[src/verilog/accsr_consts.svh]
// register offsets, field positions, reset values and timing counts of the status/config slice
`ifndef ACCSR_CONSTS_SVH
`define ACCSR_CONSTS_SVH
`define ACCSR_ADDR_ORIENT    8'h0c
`define ACCSR_ADDR_FIFOST    8'h0e
`define ACCSR_ADDR_RANGE     8'h0f
`define ACCSR_ADDR_BW        8'h10
`define ACCSR_ADDR_PWR       8'h11
`define ACCSR_ADDR_FIFOCFG1  8'h3e
`define ACCSR_RANGE_RST      4'h3
`define ACCSR_BW_RST         5'h0f
`define ACCSR_SLEEP_RST      4'h0
`define ACCSR_RANGE_2G       4'h3
`define ACCSR_RANGE_4G       4'h5
`define ACCSR_RANGE_8G       4'h8
`define ACCSR_RANGE_16G      4'hc
`define ACCSR_FLAT_BIT       7
`define ACCSR_ORIENT_LSB     4
`define ACCSR_HSIGN_BIT      3
`define ACCSR_OVR_BIT        7
`define ACCSR_SUSP_BIT       7
`define ACCSR_LPEN_BIT       6
`define ACCSR_DEEP_BIT       5
`define ACCSR_SLEEP_LSB      1
`define ACCSR_FIFO_DEPTH     7'd32
`define ACCSR_LATCH_NONE     4'h0
`define ACCSR_LATCH_NONE2    4'h8
`define ACCSR_LATCH_PERM     4'h7
`define ACCSR_LATCH_PERM2    4'hf
`define ACCSR_TEMP_LATCH_MS  250
`define ACCSR_CLK_KHZ        25000
`define ACCSR_TEMP_LATCH_CYC (`ACCSR_TEMP_LATCH_MS * `ACCSR_CLK_KHZ)
`define ACCSR_SLEEP_US_MIN   20'd500
`define ACCSR_SLEEP_US_6     20'd1000
`define ACCSR_SLEEP_US_7     20'd2000
`define ACCSR_SLEEP_US_8     20'd4000
`define ACCSR_SLEEP_US_9     20'd6000
`define ACCSR_SLEEP_US_10    20'd10000
`define ACCSR_SLEEP_US_11    20'd25000
`define ACCSR_SLEEP_US_12    20'd50000
`define ACCSR_SLEEP_US_13    20'd100000
`define ACCSR_SLEEP_US_14    20'd500000
`define ACCSR_SLEEP_US_15    20'd1000000
`endif

[src/verilog/accsr_pkg.sv]
// types shared by the status/config register slice
`default_nettype none
package accsr_pkg;
  typedef enum logic [3:0] {
    ACCSR_PWR_NORMAL = 4'b0001,
    ACCSR_PWR_DEEP   = 4'b0010,
    ACCSR_PWR_LOW    = 4'b0100,
    ACCSR_PWR_SUSP   = 4'b1000
  } accsr_pwr_t;

  typedef enum logic [2:0] {
    ACCSR_LATCH_K_NONE = 3'b001,
    ACCSR_LATCH_K_TEMP = 3'b010,
    ACCSR_LATCH_K_PERM = 3'b100
  } accsr_latch_t;

  typedef struct packed {
    logic [2:0]  orient;
    logic        flat;
    logic        highSign;
    logic [2:0]  highAxis;
    logic        overrun;
    logic [6:0]  count;
    logic [3:0]  rangeF;
    logic [4:0]  bwF;
    logic [3:0]  sleepF;
    accsr_pwr_t  pwr;
    logic [22:0] timer;
    logic [7:0]  rdData;
    logic        rdValid;
    logic        cfgStrobe;
    logic [2:0]  bwIdx;
    logic [19:0] sleepUs;
  } accsr_state_t;
endpackage
`default_nettype wire

[src/verilog/accsr_decode.sv]
// decodes the filter cutoff and sleep duration fields into index and microseconds
`timescale 1ns/100ps
`include "accsr_consts.svh"
`default_nettype none
module accsr_decode (
  // fields
  input  wire logic [4:0]  filterCutoffField,
  input  wire logic [3:0]  sleepField,
  // decoded
  output logic      [2:0]  cutoffIdx,
  output logic      [19:0] sleepUs
);
  // index 0 is 7.81 Hz, each step doubles, 7 is 1000 Hz
  always_comb begin
    if (filterCutoffField[4]) begin
      cutoffIdx = 3'h7;
    end else if (!filterCutoffField[3]) begin
      cutoffIdx = 3'h0;
    end else begin
      cutoffIdx = filterCutoffField[2:0];
    end
  end

  always_comb begin
    unique case (sleepField)
      4'h6:    sleepUs = `ACCSR_SLEEP_US_6;
      4'h7:    sleepUs = `ACCSR_SLEEP_US_7;
      4'h8:    sleepUs = `ACCSR_SLEEP_US_8;
      4'h9:    sleepUs = `ACCSR_SLEEP_US_9;
      4'ha:    sleepUs = `ACCSR_SLEEP_US_10;
      4'hb:    sleepUs = `ACCSR_SLEEP_US_11;
      4'hc:    sleepUs = `ACCSR_SLEEP_US_12;
      4'hd:    sleepUs = `ACCSR_SLEEP_US_13;
      4'he:    sleepUs = `ACCSR_SLEEP_US_14;
      4'hf:    sleepUs = `ACCSR_SLEEP_US_15;
      default: sleepUs = `ACCSR_SLEEP_US_MIN;
    endcase
  end
endmodule
`default_nettype wire

[src/verilog/accsr_regs.sv]
// orientation/high-g status, queue fill status and range/cutoff/power configuration registers
`timescale 1ns/100ps
`include "accsr_consts.svh"
`default_nettype none
module accsr_regs #(
  parameter int TEMP_LATCH_CYCLES = `ACCSR_TEMP_LATCH_CYC
) (
  // clock and reset
  input  wire logic                   clk,
  input  wire logic                   reset,
  // serial register port, already deserialised
  input  wire logic [7:0]             regAddr,
  input  wire logic                   regWrite,
  input  wire logic [7:0]             regWrData,
  input  wire logic                   regRead,
  output logic      [7:0]             regRdData,
  output logic                        regRdValid,
  // interrupt engine side
  input  wire logic [3:0]             latchPolicy,
  input  wire logic                   latchClear,
  input  wire logic                   flatEn,
  input  wire logic                   flatNow,
  input  wire logic [2:0]             orientNow,
  input  wire logic                   orientBlock,
  input  wire logic [2:0]             highEn,
  input  wire logic                   highFire,
  input  wire logic                   highSignNow,
  input  wire logic [2:0]             highAxisNow,
  // queue storage side
  input  wire logic                   framePush,
  input  wire logic                   framePop,
  output logic                        fifoCfgWrite,
  // configuration to the sensing path
  output logic      [3:0]             rangeField,
  output logic      [2:0]             cutoffIdx,
  output logic      [19:0]            sleepPhaseUs,
  output var accsr_pkg::accsr_pwr_t   powerMode
);
  accsr_pkg::accsr_state_t s_reg;
  accsr_pkg::accsr_state_t s_next;
  logic [2:0]  decIdx;
  logic [19:0] decSleep;
  logic        highTrig;
  logic        flatTrig;
  logic        cfgWr;
  logic        ovrSet;

  function automatic accsr_pkg::accsr_latch_t latchKind(input logic [3:0] p);
    if (p == `ACCSR_LATCH_NONE || p == `ACCSR_LATCH_NONE2) begin
      return accsr_pkg::ACCSR_LATCH_K_NONE;
    end else if (p == `ACCSR_LATCH_PERM || p == `ACCSR_LATCH_PERM2) begin
      return accsr_pkg::ACCSR_LATCH_K_PERM;
    end
    return accsr_pkg::ACCSR_LATCH_K_TEMP;
  endfunction

  function automatic logic legalRange(input logic [3:0] r);
    return r == `ACCSR_RANGE_2G || r == `ACCSR_RANGE_4G || r == `ACCSR_RANGE_8G || r == `ACCSR_RANGE_16G;
  endfunction

  function automatic logic [2:0] pwrBits(input accsr_pkg::accsr_pwr_t m);
    unique case (m)
      accsr_pkg::ACCSR_PWR_DEEP: return 3'h1;
      accsr_pkg::ACCSR_PWR_LOW:  return 3'h2;
      accsr_pkg::ACCSR_PWR_SUSP: return 3'h4;
      default:                   return 3'h0;
    endcase
  endfunction

  accsr_decode u_decode (
    .filterCutoffField (s_reg.bwF),
    .sleepField        (s_reg.sleepF),
    .cutoffIdx         (decIdx),
    .sleepUs           (decSleep)
  );

  assign highTrig = highFire && |(highAxisNow & highEn);
  assign flatTrig = flatEn && flatNow;
  assign cfgWr    = regWrite && regAddr == `ACCSR_ADDR_FIFOCFG1;
  assign ovrSet   = framePush && !framePop && s_reg.count == `ACCSR_FIFO_DEPTH;

  always_comb begin
    logic                  clrLatched;
    logic [2:0]            bits;
    accsr_pkg::accsr_pwr_t newPwr;
    logic                  legalPwr;
    clrLatched = 1'b0;
    bits       = 3'h0;
    newPwr     = s_reg.pwr;
    legalPwr   = 1'b0;
    s_next           = s_reg;
    s_next.rdValid   = 1'b0;
    s_next.cfgStrobe = cfgWr;
    s_next.bwIdx     = decIdx;
    s_next.sleepUs   = decSleep;

    // orientation is never latched, only frozen by the blocking condition
    if (!orientBlock) begin
      s_next.orient = orientNow;
    end

    // one shared hold timer: any new trigger restarts the temporary window
    if (latchKind(latchPolicy) == accsr_pkg::ACCSR_LATCH_K_TEMP) begin
      if (highTrig || flatTrig) begin
        s_next.timer = 23'(TEMP_LATCH_CYCLES);
      end else if (s_reg.timer != 23'h0) begin
        s_next.timer = s_reg.timer - 23'h1;
      end
    end else begin
      s_next.timer = 23'h0;
    end
    unique case (latchKind(latchPolicy))
      accsr_pkg::ACCSR_LATCH_K_NONE: clrLatched = 1'b1;
      accsr_pkg::ACCSR_LATCH_K_TEMP: clrLatched = latchClear || s_reg.timer == 23'h0;
      accsr_pkg::ACCSR_LATCH_K_PERM: clrLatched = latchClear;
    endcase

    // a trigger in the clearing cycle wins
    if (flatTrig) begin
      s_next.flat = 1'b1;
    end else if (clrLatched) begin
      s_next.flat = 1'b0;
    end
    if (highTrig) begin
      s_next.highSign = highSignNow;
      s_next.highAxis = highAxisNow & highEn;
    end else if (clrLatched) begin
      s_next.highSign = 1'b0;
      s_next.highAxis = 3'h0;
    end

    // fill count: a config write empties it, a push in the same cycle still counts unless the queue was full
    if (cfgWr) begin
      s_next.count = 7'h0;
    end
    if (framePush && !framePop && !ovrSet) begin
      s_next.count = s_next.count + 7'h1;
    end else if (framePop && !framePush && s_next.count != 7'h0) begin
      s_next.count = s_next.count - 7'h1;
    end
    if (ovrSet) begin
      s_next.overrun = 1'b1;
    end else if (cfgWr) begin
      s_next.overrun = 1'b0;
    end

    // configuration writes; status offsets fall through untouched
    if (regWrite) begin
      unique case (regAddr)
        `ACCSR_ADDR_RANGE: begin
          // reserved range codes are refused so the sensing path never sees them
          if (legalRange(regWrData[3:0]) && s_reg.pwr != accsr_pkg::ACCSR_PWR_DEEP) begin
            s_next.rangeF = regWrData[3:0];
          end
        end
        `ACCSR_ADDR_BW: begin
          if (s_reg.pwr != accsr_pkg::ACCSR_PWR_DEEP) begin
            s_next.bwF = regWrData[4:0];
          end
        end
        `ACCSR_ADDR_PWR: begin
          bits = {regWrData[`ACCSR_SUSP_BIT], regWrData[`ACCSR_LPEN_BIT], regWrData[`ACCSR_DEEP_BIT]};
          legalPwr = 1'b1;
          unique case (bits)
            3'h0:    newPwr = accsr_pkg::ACCSR_PWR_NORMAL;
            3'h1:    newPwr = accsr_pkg::ACCSR_PWR_DEEP;
            3'h2:    newPwr = accsr_pkg::ACCSR_PWR_LOW;
            3'h4:    newPwr = accsr_pkg::ACCSR_PWR_SUSP;
            default: legalPwr = 1'b0;
          endcase
          if (legalPwr) begin
            s_next.pwr    = newPwr;
            s_next.sleepF = regWrData[`ACCSR_SLEEP_LSB +: 4];
            // deep suspend drops the configuration back to defaults
            if (newPwr == accsr_pkg::ACCSR_PWR_DEEP && s_reg.pwr != accsr_pkg::ACCSR_PWR_DEEP) begin
              s_next.rangeF = `ACCSR_RANGE_RST;
              s_next.bwF    = `ACCSR_BW_RST;
              s_next.sleepF = `ACCSR_SLEEP_RST;
            end
          end
        end
        default: begin
          s_next.rangeF = s_next.rangeF;
        end
      endcase
    end

    if (regRead) begin
      s_next.rdValid = 1'b1;
      unique case (regAddr)
        `ACCSR_ADDR_ORIENT: s_next.rdData = {s_reg.flat, s_reg.orient, s_reg.highSign, s_reg.highAxis};
        `ACCSR_ADDR_FIFOST: s_next.rdData = {s_reg.overrun, s_reg.count};
        `ACCSR_ADDR_RANGE:  s_next.rdData = {4'h0, s_reg.rangeF};
        `ACCSR_ADDR_BW:     s_next.rdData = {3'h0, s_reg.bwF};
        // sleep field sits in bits 4..1, bit 0 is reserved and reads 0
        `ACCSR_ADDR_PWR:    s_next.rdData = {pwrBits(s_reg.pwr), s_reg.sleepF, 1'b0};
        default:            s_next.rdData = 8'h00;
      endcase
    end
  end

  always_ff @(posedge clk) begin
    if (reset) begin
      s_reg           <= '0;
      s_reg.rangeF    <= `ACCSR_RANGE_RST;
      s_reg.bwF       <= `ACCSR_BW_RST;
      s_reg.sleepF    <= `ACCSR_SLEEP_RST;
      s_reg.pwr       <= accsr_pkg::ACCSR_PWR_NORMAL;
      s_reg.sleepUs   <= `ACCSR_SLEEP_US_MIN;
      s_reg.bwIdx     <= 3'h0;
    end else begin
      s_reg <= s_next;
    end
  end

  assign regRdData    = s_reg.rdData;
  assign regRdValid   = s_reg.rdValid;
  assign fifoCfgWrite = s_reg.cfgStrobe;
  assign rangeField   = s_reg.rangeF;
  assign cutoffIdx    = s_reg.bwIdx;
  assign sleepPhaseUs = s_reg.sleepUs;
  assign powerMode    = s_reg.pwr;
endmodule
`default_nettype wire

[config.mk]
export PLATFORM = sky130hd
export DESIGN_NAME = accsr_regs
export DESIGN_NICKNAME = d
export VERILOG_FILES = /design/src/verilog/accsr_pkg.sv /design/src/verilog/accsr_decode.sv /design/src/verilog/accsr_regs.sv
export VERILOG_INCLUDE_DIRS = /design/src /design/src/verilog
export SDC_FILE = /design/constraint.sdc
export NUM_CORES = 1
export LEC_CHECK = 0
export ABC_AREA = 1
export BUFFER_PORTS_ARGS = -buffer_cell sky130_fd_sc_hd__clkbuf_2
export CORE_AREA = 2 2 110 112
export DETAILED_ROUTE_END_ITERATION = 7
export DIE_AREA = 0 0 112 114
export PLACE_DENSITY_LB_ADDON = 0.05
export SYNTH_ARGS = -nofsm -noshare
export SYNTH_HDL_FRONTEND = slang
export SYNTH_SLANG_ARGS = --single-unit
[constraint.sdc]
create_clock -name clk -period 1.7 [get_ports clk]
set_input_delay 0.255 -clock clk [delete_from_list [all_inputs] [get_ports clk]]
set_output_delay 0.255 -clock clk [all_outputs]
set_load 0.01 [all_outputs]
; ---- Yosys cells after proc, flatten, opt, wreduce, memory -nomap -nowiden
; Memory sizes are Yosys's and may differ from the RTL's. A register that Yosys moved wholly into a read port is not among the register bits.
; Index checks and enable logic that the tools add are counted.
[totals]
register_bits = 89
latchBits = 0
ram_bits = 0
romBits = 288
wordCells = 124
mem_count = 1
[classes]
n_addsub = 3
multipliers = 0
n_div = 0
magnitude_cmp = 0
eq_ne = 29
shift = 0
muxes = 34
n_bitwise = 2
reduce_logical = 38
[mem_list]
columns = name, depth, width, rd, rd_clocked_by_memory_dff, write_ports, line_no
row1 = (no name shown), 16, 18, 1, 1, 0, accsr_decode.sv:25  ; unique case (sleepField)
[ops]
columns = op, n
row1 = two-way mux 23 bit, 2
row2 = one-hot mux 8 bit (5 select lines), 1
row3 = "== test 8 x 4 -> 1 bit, second input constant", 3
row4 = logical NOT 23 bit, 1
row5 = nonzero test 23 bit, 1
row6 = "subtractor 23 x 1 -> 23 bit, second input constant", 1
row7 = two-way mux 7 bit, 3
row8 = "== test 4 bit, second input constant", 5
row9 = two-way mux 4 bit, 5
row10 = two-way mux 17 bit, 1
row11 = "== test 8 x 5 -> 1 bit, second input constant", 2
row12 = one-hot mux 4 bit (4 select lines), 1
row13 = two-way mux 3 bit, 5
row14 = two-way mux 13 bit, 1
row15 = "== test 4 x 2 -> 1 bit, second input constant", 3
row16 = "== test 4 x 3 -> 1 bit, second input constant", 3
row17 = nonzero test 2 bit, 6
row18 = logical AND 1 bit, 10
row19 = two-way mux 1 bit, 10
row20 = one-hot mux 5 bit (2 select lines), 1
row21 = AND reduction 5 bit, 2
row22 = one-hot mux 3 bit (3 select lines), 1
row23 = "== test 8 x 6 -> 1 bit, second input constant", 1
row24 = "!= test 2 bit, second input constant", 4
row25 = 21 further kinds, 33

; ---- Longest topological paths before layout
; Gate-level depths: netlist of run 1.
[logic_depth]
ltp_word = 9
depth_mapped = 14
depth_no_buf = 14

; ---- Hierarchy
; A second synthesis of run 1 with hierarchy kept.
[hier_totals]
hier_cells = 727
hier_area_um2 = 5004.8
[by_module_without_submodules]
columns = mod, n_inst, cells_per_inst, area_per_inst_um2
row1 = accsr_regs, 1, 660, 4614.4
row2 = accsr_decode, 1, 67, 390.4

; ---- Least setup slack after synthesis of run 1
; OpenSTA, ideal clock, no wires.
[synth_path]
kind = input to register
startpoint = input port regAddr[3]
endpoint = register s_reg[74] (netlist bit)
arrival_ns = 1.469
path_slack_ns = 0.117
path_stages = 13
n_path_buf = 0
path_cell_list = nand2_2 -> nor2_2 -> nand2_2 -> inv_1 -> nor2_1 -> inv_1 -> ha_1 -> nand3_2 -> nand2_2 -> nand2_1 -> nand2_1 -> o21bai_1 -> inv_1
[synth_via]
elab_chain_cells = 7
word_cells_on_any_way = 9
cone_classes = add/sub: 2 / eq/ne: 1 / mux: 3 / reduce/logical: 3
[synth_lines]
columns = element, line_no
row1 = from (decl), accsr_regs.sv:12  ; input wire logic [7:0] regAddr,
row2 = == test 8 x 6 -> 1 bit (no source line) (*), --
row3 = logical AND 1 bit (no source line) (*), --
row4 = two-way mux 7 bit (*), accsr_regs.sv:133  ; if (cfgWr) begin
row5 = "parallel branches: the longest is 3 deep, another holds subtractor 7 x 1 -> 7 bit", --
row6 = two-way mux 7 bit (*), accsr_regs.sv:136  ; if (framePush && !framePop && !ovrSet) begin
row7 = to (signal assigned), accsr_regs.sv:212  ; s_reg <= s_next;
row8 = to (decl), accsr_regs.sv:39  ; accsr_pkg::accsr_state_t s_reg;
; Mark *: on every way between the ends.
; A chain may end at the register's enable or synchronous reset.

; ---- Worst setup path in the final report of run 1
[layout_path]
startpoint = register s_reg[38] (netlist bit)
endpoint = register s_reg[55] (netlist bit)
[layout_via]
elab_chain_cells = 3
word_cells_on_any_way = 5
cone_classes = add/sub: 1 / mux: 2 / reduce/logical: 2
[layout_lines]
columns = element, line_no
row1 = subtractor 23 x 1 -> 23 bit, accsr_regs.sv:107  ; s_next.timer = s_reg.timer - 23'h1;
row2 = two-way mux 23 bit, accsr_regs.sv:106  ; end else if (s_reg.timer != 23'h0) begin
row3 = two-way mux 23 bit, accsr_regs.sv:104  ; if (highTrig || flatTrig) begin
; Several ways; a longest one is shown, not always the timed one. The select of a mux whose other input is x is not followed.

==> results.yml, run 1 <==
clocking:
  clock_path_buffers: 2
  clock_latency_ps: 340
  clock-sinks: 86
  path_clk_slew_ps: 60
  numCtsBuffers: 9
  htree_num_levels: 3
  post-cts-setup-buffer-count: 0
  root_buffer: "clkbuf_16"
  cts_tree: "done"
  cts_hold_buffers: 0
synth:
  yosys-top-cells-area: "dfxtp_1 (37%), nand2_1 (11%), nor2_1 (6.7%)"
  ys_ff_latch: 86
  yosysWarnings: 0
  synth_cells: 661
  synth-edff-count: 0
  syn_area_per_cell_um2: 7.04
  synth_top_area_cell: "dfxtp_1"
  ys_types: 45
  synthFlopType: "dfxtp_1"
  ys_seq_area_share_pct: 37.0
  yosysTopAreaCellShare_pct: 37.0
  async_flop_share_pct: 0
  netlist_area_um2: 4650
run_status:
  status: "finished clean"
layout:
  n_fill_cell: 1217
  n_antenna_cell: 0
  multiInputGateArea_um2: 2340
  regArea_um2: 1720
  nets: 800
  areaGrowthSynthToFinish_pct: 20.7
  drive_gt1_share_pct: 24.8
  largest_reg_flops: 48
  fin_area_um2: 5620
critical_path:
  path_delay_family: "simple AND/OR/NAND/NOR gates"
  critPathSlowestCell: "dfxtp_1"
  endpoint_kind: "flop"
  critPathMaxStageDelay_ps: 330
  path_buf_inv: 2
  critPathKind: "flop to flop"
  crit_required_ps: 1930
  path_cells: "nor2_1 -> nand2_1 -> nor2_4 -> buf_4 -> nand3_1 -> nor3b_2 -> inv_1 -> o21ai_0 -> a21oi_1"
  cp-start-kind: "flop"
  cp_max_fo: 3
  cp.arrival_ps: 1810
timing:
  setup_viol: 0
  fin_crit_sh_pct: 92.8
  layout_setup_ws_ps: 122
  fin_skew_ps: 8.26
  hold_viol_final: 0
  slew_viol_final: 0
  fmax_mhz: 634
  rsz0062_at_grt: "yes"
  period_needed_ps: 1580
die:
  initial_core_util_pct: 39.7
  io_pins: 82
  placementRows: 40
  die_w_um: 112
  core_area_um2: 11700
  fp.dieArea_um2: 12800
  dieHeight_um: 114
routing:
  routed-via-count: 4365
  ant_nets: 0
  wl_per_cell_um: 13.0
  first_pass_iters: 4
  drt_iter0_drc: 197
  wl_um: 11700
  drc: 0
  viasPerCell: 4.85
global_route:
  grtUsageMet1_pct: 24.4
  grt_pass1_vias: 4114
  grt_max_degree: 22
  antenna_found_initial: 0
  grt_pass1_wl_um: 19400
  grt_usage_pct: 18.9
  gr-total-overflow: 0
  met2_usage_pct: 31.8
  use_met3_pct: 3.88
  busiest_layer: "met2"
power:
  power.density_nw_per_um2: 979
  p_leak_nw: 2.62
  ir_drop_uv: 469
worst_hold_path:
  hp-class: "primary input to flop"
place:
  pre_cts_ws_ps: -55.7
  dpl_cell_area_um2: 5240
  port_buffers: 78
  hpwl_um: 9140
  place.gp.congestion: 0.853
run:
  cap_viol_max_count: 0
==> synthesized netlist by cell type (3+ instances only) <==
cell type,count
nand2_1,134
dfxtp_1,86
nor2_1,83
inv_1,70
a21oi_1,53
buf_4,40
nand3_1,37
o21ai_0,29
nand4_1,17
ha_1,11
nor2_2,11
nand2_2,9
nor3_1,8
o211ai_1,8
clkbuf_1,6
xnor2_1,5
xor2_1,5
a31oi_1,4
buf_2,4
nand3_2,4
nand3b_1,3
==> worst register-to-register path: cells and delay by family, from the launching register on <==
family	cells	cell delay, ps
buf+inv	2	190
flops	1	330
simple gates	5	730
compound gates	2	220
==> area by class of cell <==
class | count | share of cell area (%)
Timing Repair Buffer | 128 | 13.6
Sequential cell | 86 | 30.7
Tap cell | 147 | 3.27
Inverter | 72 | 4.86
Clock inverter | 6 | 1.67
Multi-Input combinational cell | 451 | 41.7
Clock buffer | 10 | 4.25
==> metrics by stage <==
| step | hold WS, ps | TNS [ps] | power, mW | util [%] | std cells |
|---|---|---|---|---|---|
| finish | 146 | 0 | 5.50 | 48.0 | 900 |
| CTS | 137 | 0 | 5.51 | 47.6 | 900 |
| global placement | 451 | -79.7 | 3.29 | 44.7 | 884 |
| global route | 147 | -129 | 5.80 | 48.0 | 900 |
| floorplan | 397 | 0 | 2.96 | - | 662 |
| detailed placement | 461 | -209 | 3.30 | 44.7 | 884 |
==> path summary, 6_finish.rpt <==
kind,cells past startpoint,slack (ps),end,startpoint
max,9,120,s_reg[55],s_reg[38]
min reg2reg,2,470,s_reg[80],s_reg[80]
min,3,150,s_reg[84],highSignNow
max reg2reg,9,120,s_reg[55],s_reg[38]
==> report_power, final <==
group          total (mW)  switching (mW)  internal, mW
Sequential           2.22          0.0962          2.12
Clock                2.20           0.861          1.34
Combinational        1.08           0.632         0.450
Total                5.50            1.59          3.91
==> cell families (layout without fill, tap and decap cells) <==
kind of cell | Yosys count | count (layout) | share of synthesized area [%]
AND/OR/NAND/NOR | 319 | 319 | 31.2
XOR/XNOR | 10 | 10 | 1.88
AO/OA/AOI/OAI | 109 | 109 | 13.1
buffers and inverters | 125 | 216 | 13.7
adder cells (fa/ha/maj) | 11 | 11 | 2.96
flip-flops | 86 | 86 | 37.0
other | 1 | 2 | 0.0806
==> layer usage <==
layer	routed length [um]	share of wire [%]	vias to the layer above
li1	-	-	2287
met1	5590	48	1980
met2	5490	47	85
met3	432	3.7	13
met4	212	1.8	0
met5	0	0	-
==> cells in the final DEF (no fill, tap or decap), types with 2 or more instances in the layout <==
| cell type | n |
|---|---|
| nand4_1 | 17 |
| dfxtp_1 | 86 |
| buf_4 | 50 |
| xnor2_1 | 5 |
| nand2_1 | 131 |
| clkinv_4 | 2 |
| o21ai_2 | 2 |
| a21oi_1 | 53 |
| nor3_1 | 8 |
| nor3_4 | 2 |
| nand2_2 | 12 |
| nand3_2 | 4 |
| o211ai_1 | 8 |
| conb_1 | 2 |
| a31oi_1 | 4 |
| ha_1 | 10 |
| nor2_4 | 5 |
| or2_1 | 2 |
| o21ai_0 | 29 |
| nor2_2 | 9 |
| xor2_1 | 5 |
| o22ai_1 | 2 |
| nand3b_1 | 3 |
| nand3_1 | 37 |
| clkbuf_16 | 9 |
| inv_2 | 2 |
| nor4_1 | 2 |
| inv_1 | 69 |
| nand2_4 | 2 |
| bufinv_16 | 2 |
| clkbuf_2 | 78 |
| nor2_1 | 81 |
==> timing repair <==
| action | in CTS | in global routing |
|---|---|---|
| gates resized for setup | 1 | 13 |
| pin swaps | 0 | 5 |
| endpoints found under the setup margin | 6 | 21 |
Power figures use the tool's default switching activity.
==> run 2: changes to the inputs <==
Settings changed: CORE_AREA 2 2 110 112 to 4 4 121 123, DIE_AREA 0 0 112 114 to 0 0 125 127, MAX_ROUTING_LAYER set to met4.
==> run 2 against run 1 <==
Effect of this change: sequential power about the same; design area up 1.8%; cell count up 4.7%; count of clock-buffer cells in the layout up 2; routed wire length up 6.8%; via count up 1.2%; clock skew up 1.4 ps; highest routed layer unchanged.
==> results.yml, run 2 (synthesis gave the netlist of run 1 again) <==
timing:
  fin_crit_sh_pct: 92.4
  fmax_mhz: 637
  slew_viol_final: 0
  hold_viol_final: 0
  setup_viol: 0
  whs_ps: 155
  fin_skew_ps: 9.61
  period_needed_ps: 1570
critical_path:
  critPathSlowestCell: "dfxtp_1"
  path_buf_inv: 2
  path_delay_family: "simple AND/OR/NAND/NOR gates"
  critPathKind: "flop to flop"
  cp.arrival_ps: 1830
  endpoint_kind: "flop"
  critPathMaxStageDelay_ps: 330
  startpoint: "s_reg[39]"
  r2r_start: "s_reg[39]"
  r2r_end: "s_reg[34]"
  crit_required_ps: 1960
  path_cells: "nor2_2 -> nand2_1 -> nor2_2 -> nand2_2 -> nor2_4 -> nand2_2 -> buf_6 -> buf_4 -> a211oi_2"
  r2r_cells: 9
  cp-start-kind: "flop"
  cp_max_fo: 4
  rrSetupSlack_ps: 130
clocking:
  clock_path_buffers: 2
  htree_num_levels: 3
  clock-sinks: 86
  clock_latency_ps: 340
  numCtsBuffers: 9
  root_buffer: "clkbuf_16"
  path_clk_slew_ps: 60
  cts_tree: "done"
global_route:
  antenna_found_initial: 0
  gr-total-overflow: 0
  grt_pass1_wl_um: 20700
  grt_usage_pct: 16.4
  grt_max_degree: 28
  grt_pass1_vias: 4323
layout:
  largest_reg_flops: 48
  n_antenna_cell: 0
  final_cell_mix: "nand2_1 (132), dfxtp_1 (85), clkbuf_2 (78)"
  drive_gt1_share_pct: 26.4
  nets: 810
  final_common_cell: "nand2_1"
  finalNonFillerCells: 942
  areaGrowthSynthToFinish_pct: 22.9
die:
  initial_core_util_pct: 34.0
  placementRows: 43
  fp.dieArea_um2: 15900
  dieHeight_um: 127
  io_pins: 82
  core_area_um2: 13700
  die_w_um: 125
power:
  ir_drop_uv: 462
  p_leak_nw: 2.65
  power.density_nw_per_um2: 938
routing:
  first_pass_iters: 5
  wl_um: 12500
  viasPerCell: 4.69
  drt_iter0_drc: 253
  drc: 0
  wl_per_cell_um: 13.3
  routed-via-count: 4416
  ant_nets: 0
worst_hold_path:
  hp-start: "orientNow[1]"
  worst_hold_path.endpoint: "s_reg[87]"
  hp-class: "primary input to flop"
  holdPathStages: 3
place:
  dp_cells: 925
  hpwl_um: 9730
  place.gp.congestion: 0.827
  port_buffers: 78
run:
  cap_viol_max_count: 0
run_status:
  status: "finished clean"
run 2: where the power goes:
| group | internal, mW | switching [mW] | leakage (nW) |
|---|---|---|---|
| clock network | 1.17 | 0.822 | 0.135 |
| registers | 2.12 | 0.0880 | 0.702 |
| logic | 0.499 | 0.661 | 1.81 |
| total | 3.79 | 1.57 | 2.65 |
run 2: per-layer routing:
metal | routed length, um | GRT usage (%) | share of wire [%] | vias up
met5 | 0 | - | 0 | -
met2 | 5770 | 26.3 | 46 | 107
met1 | 6050 | 21.4 | 48 | 1999
li1 | - | - | - | 2299
met3 | 566 | 3.47 | 4.5 | 11
met4 | 131 | 4.27 | 1.0 | 0
run 2: worst min-delay path: stages:
cell,delay [ps]
clkbuf_2,70
o21ai_0,60
nor2_1,80
run 2: layout make-up:
class	instances	area [um^2]
Fill cell	1504	7950
Multi-Input combinational cell	451	2350
Sequential cell	86	1720
Timing Repair Buffer	138	857
Inverter	72	270
Clock buffer	12	246
Tap cell	180	225
Clock inverter	3	45.0
run 2: through the flow:
stage | instance area, um^2 | setup slack, ps | setup TNS [ps] | utilization (%) | power, mW
6_report | 5720 | 130 | 0 | 41.9 | 5.37
5_1_grt | 5720 | -53.9 | -67.8 | 41.9 | 5.71
4_1_cts | 5640 | 16.7 | 0 | 41.3 | 5.37
3_5_place_dp | 5350 | -78.3 | -374 | 39.2 | 3.35
3_3_place_gp | 5350 | -25.4 | -67.8 | 39.2 | 3.34
2_1_floorplan | 4660 | 117 | 0 | - | 2.96
run 2: what timing repair did:
item | in CTS | in global routing
endpoints found under the hold margin | 0 | 0
gates resized for setup | 1 | 19
pin swaps | 1 | 9
setup buffers | 0 | 2
hold buffers | 0 | 0
setup endpoints to repair | 7 | 16
run 2: worst max-delay path by stage:
stage	endpoint	slack, ps	cells past startpoint
2_1_floorplan	s_reg[74]	120	13
3_3_place_gp	s_reg[74]	-30	15
3_5_place_dp	s_reg[74]	-80	15
4_1_cts	s_reg[34]	20	10
5_1_grt	s_reg[55]	-50	9
6_report	s_reg[34]	130	9
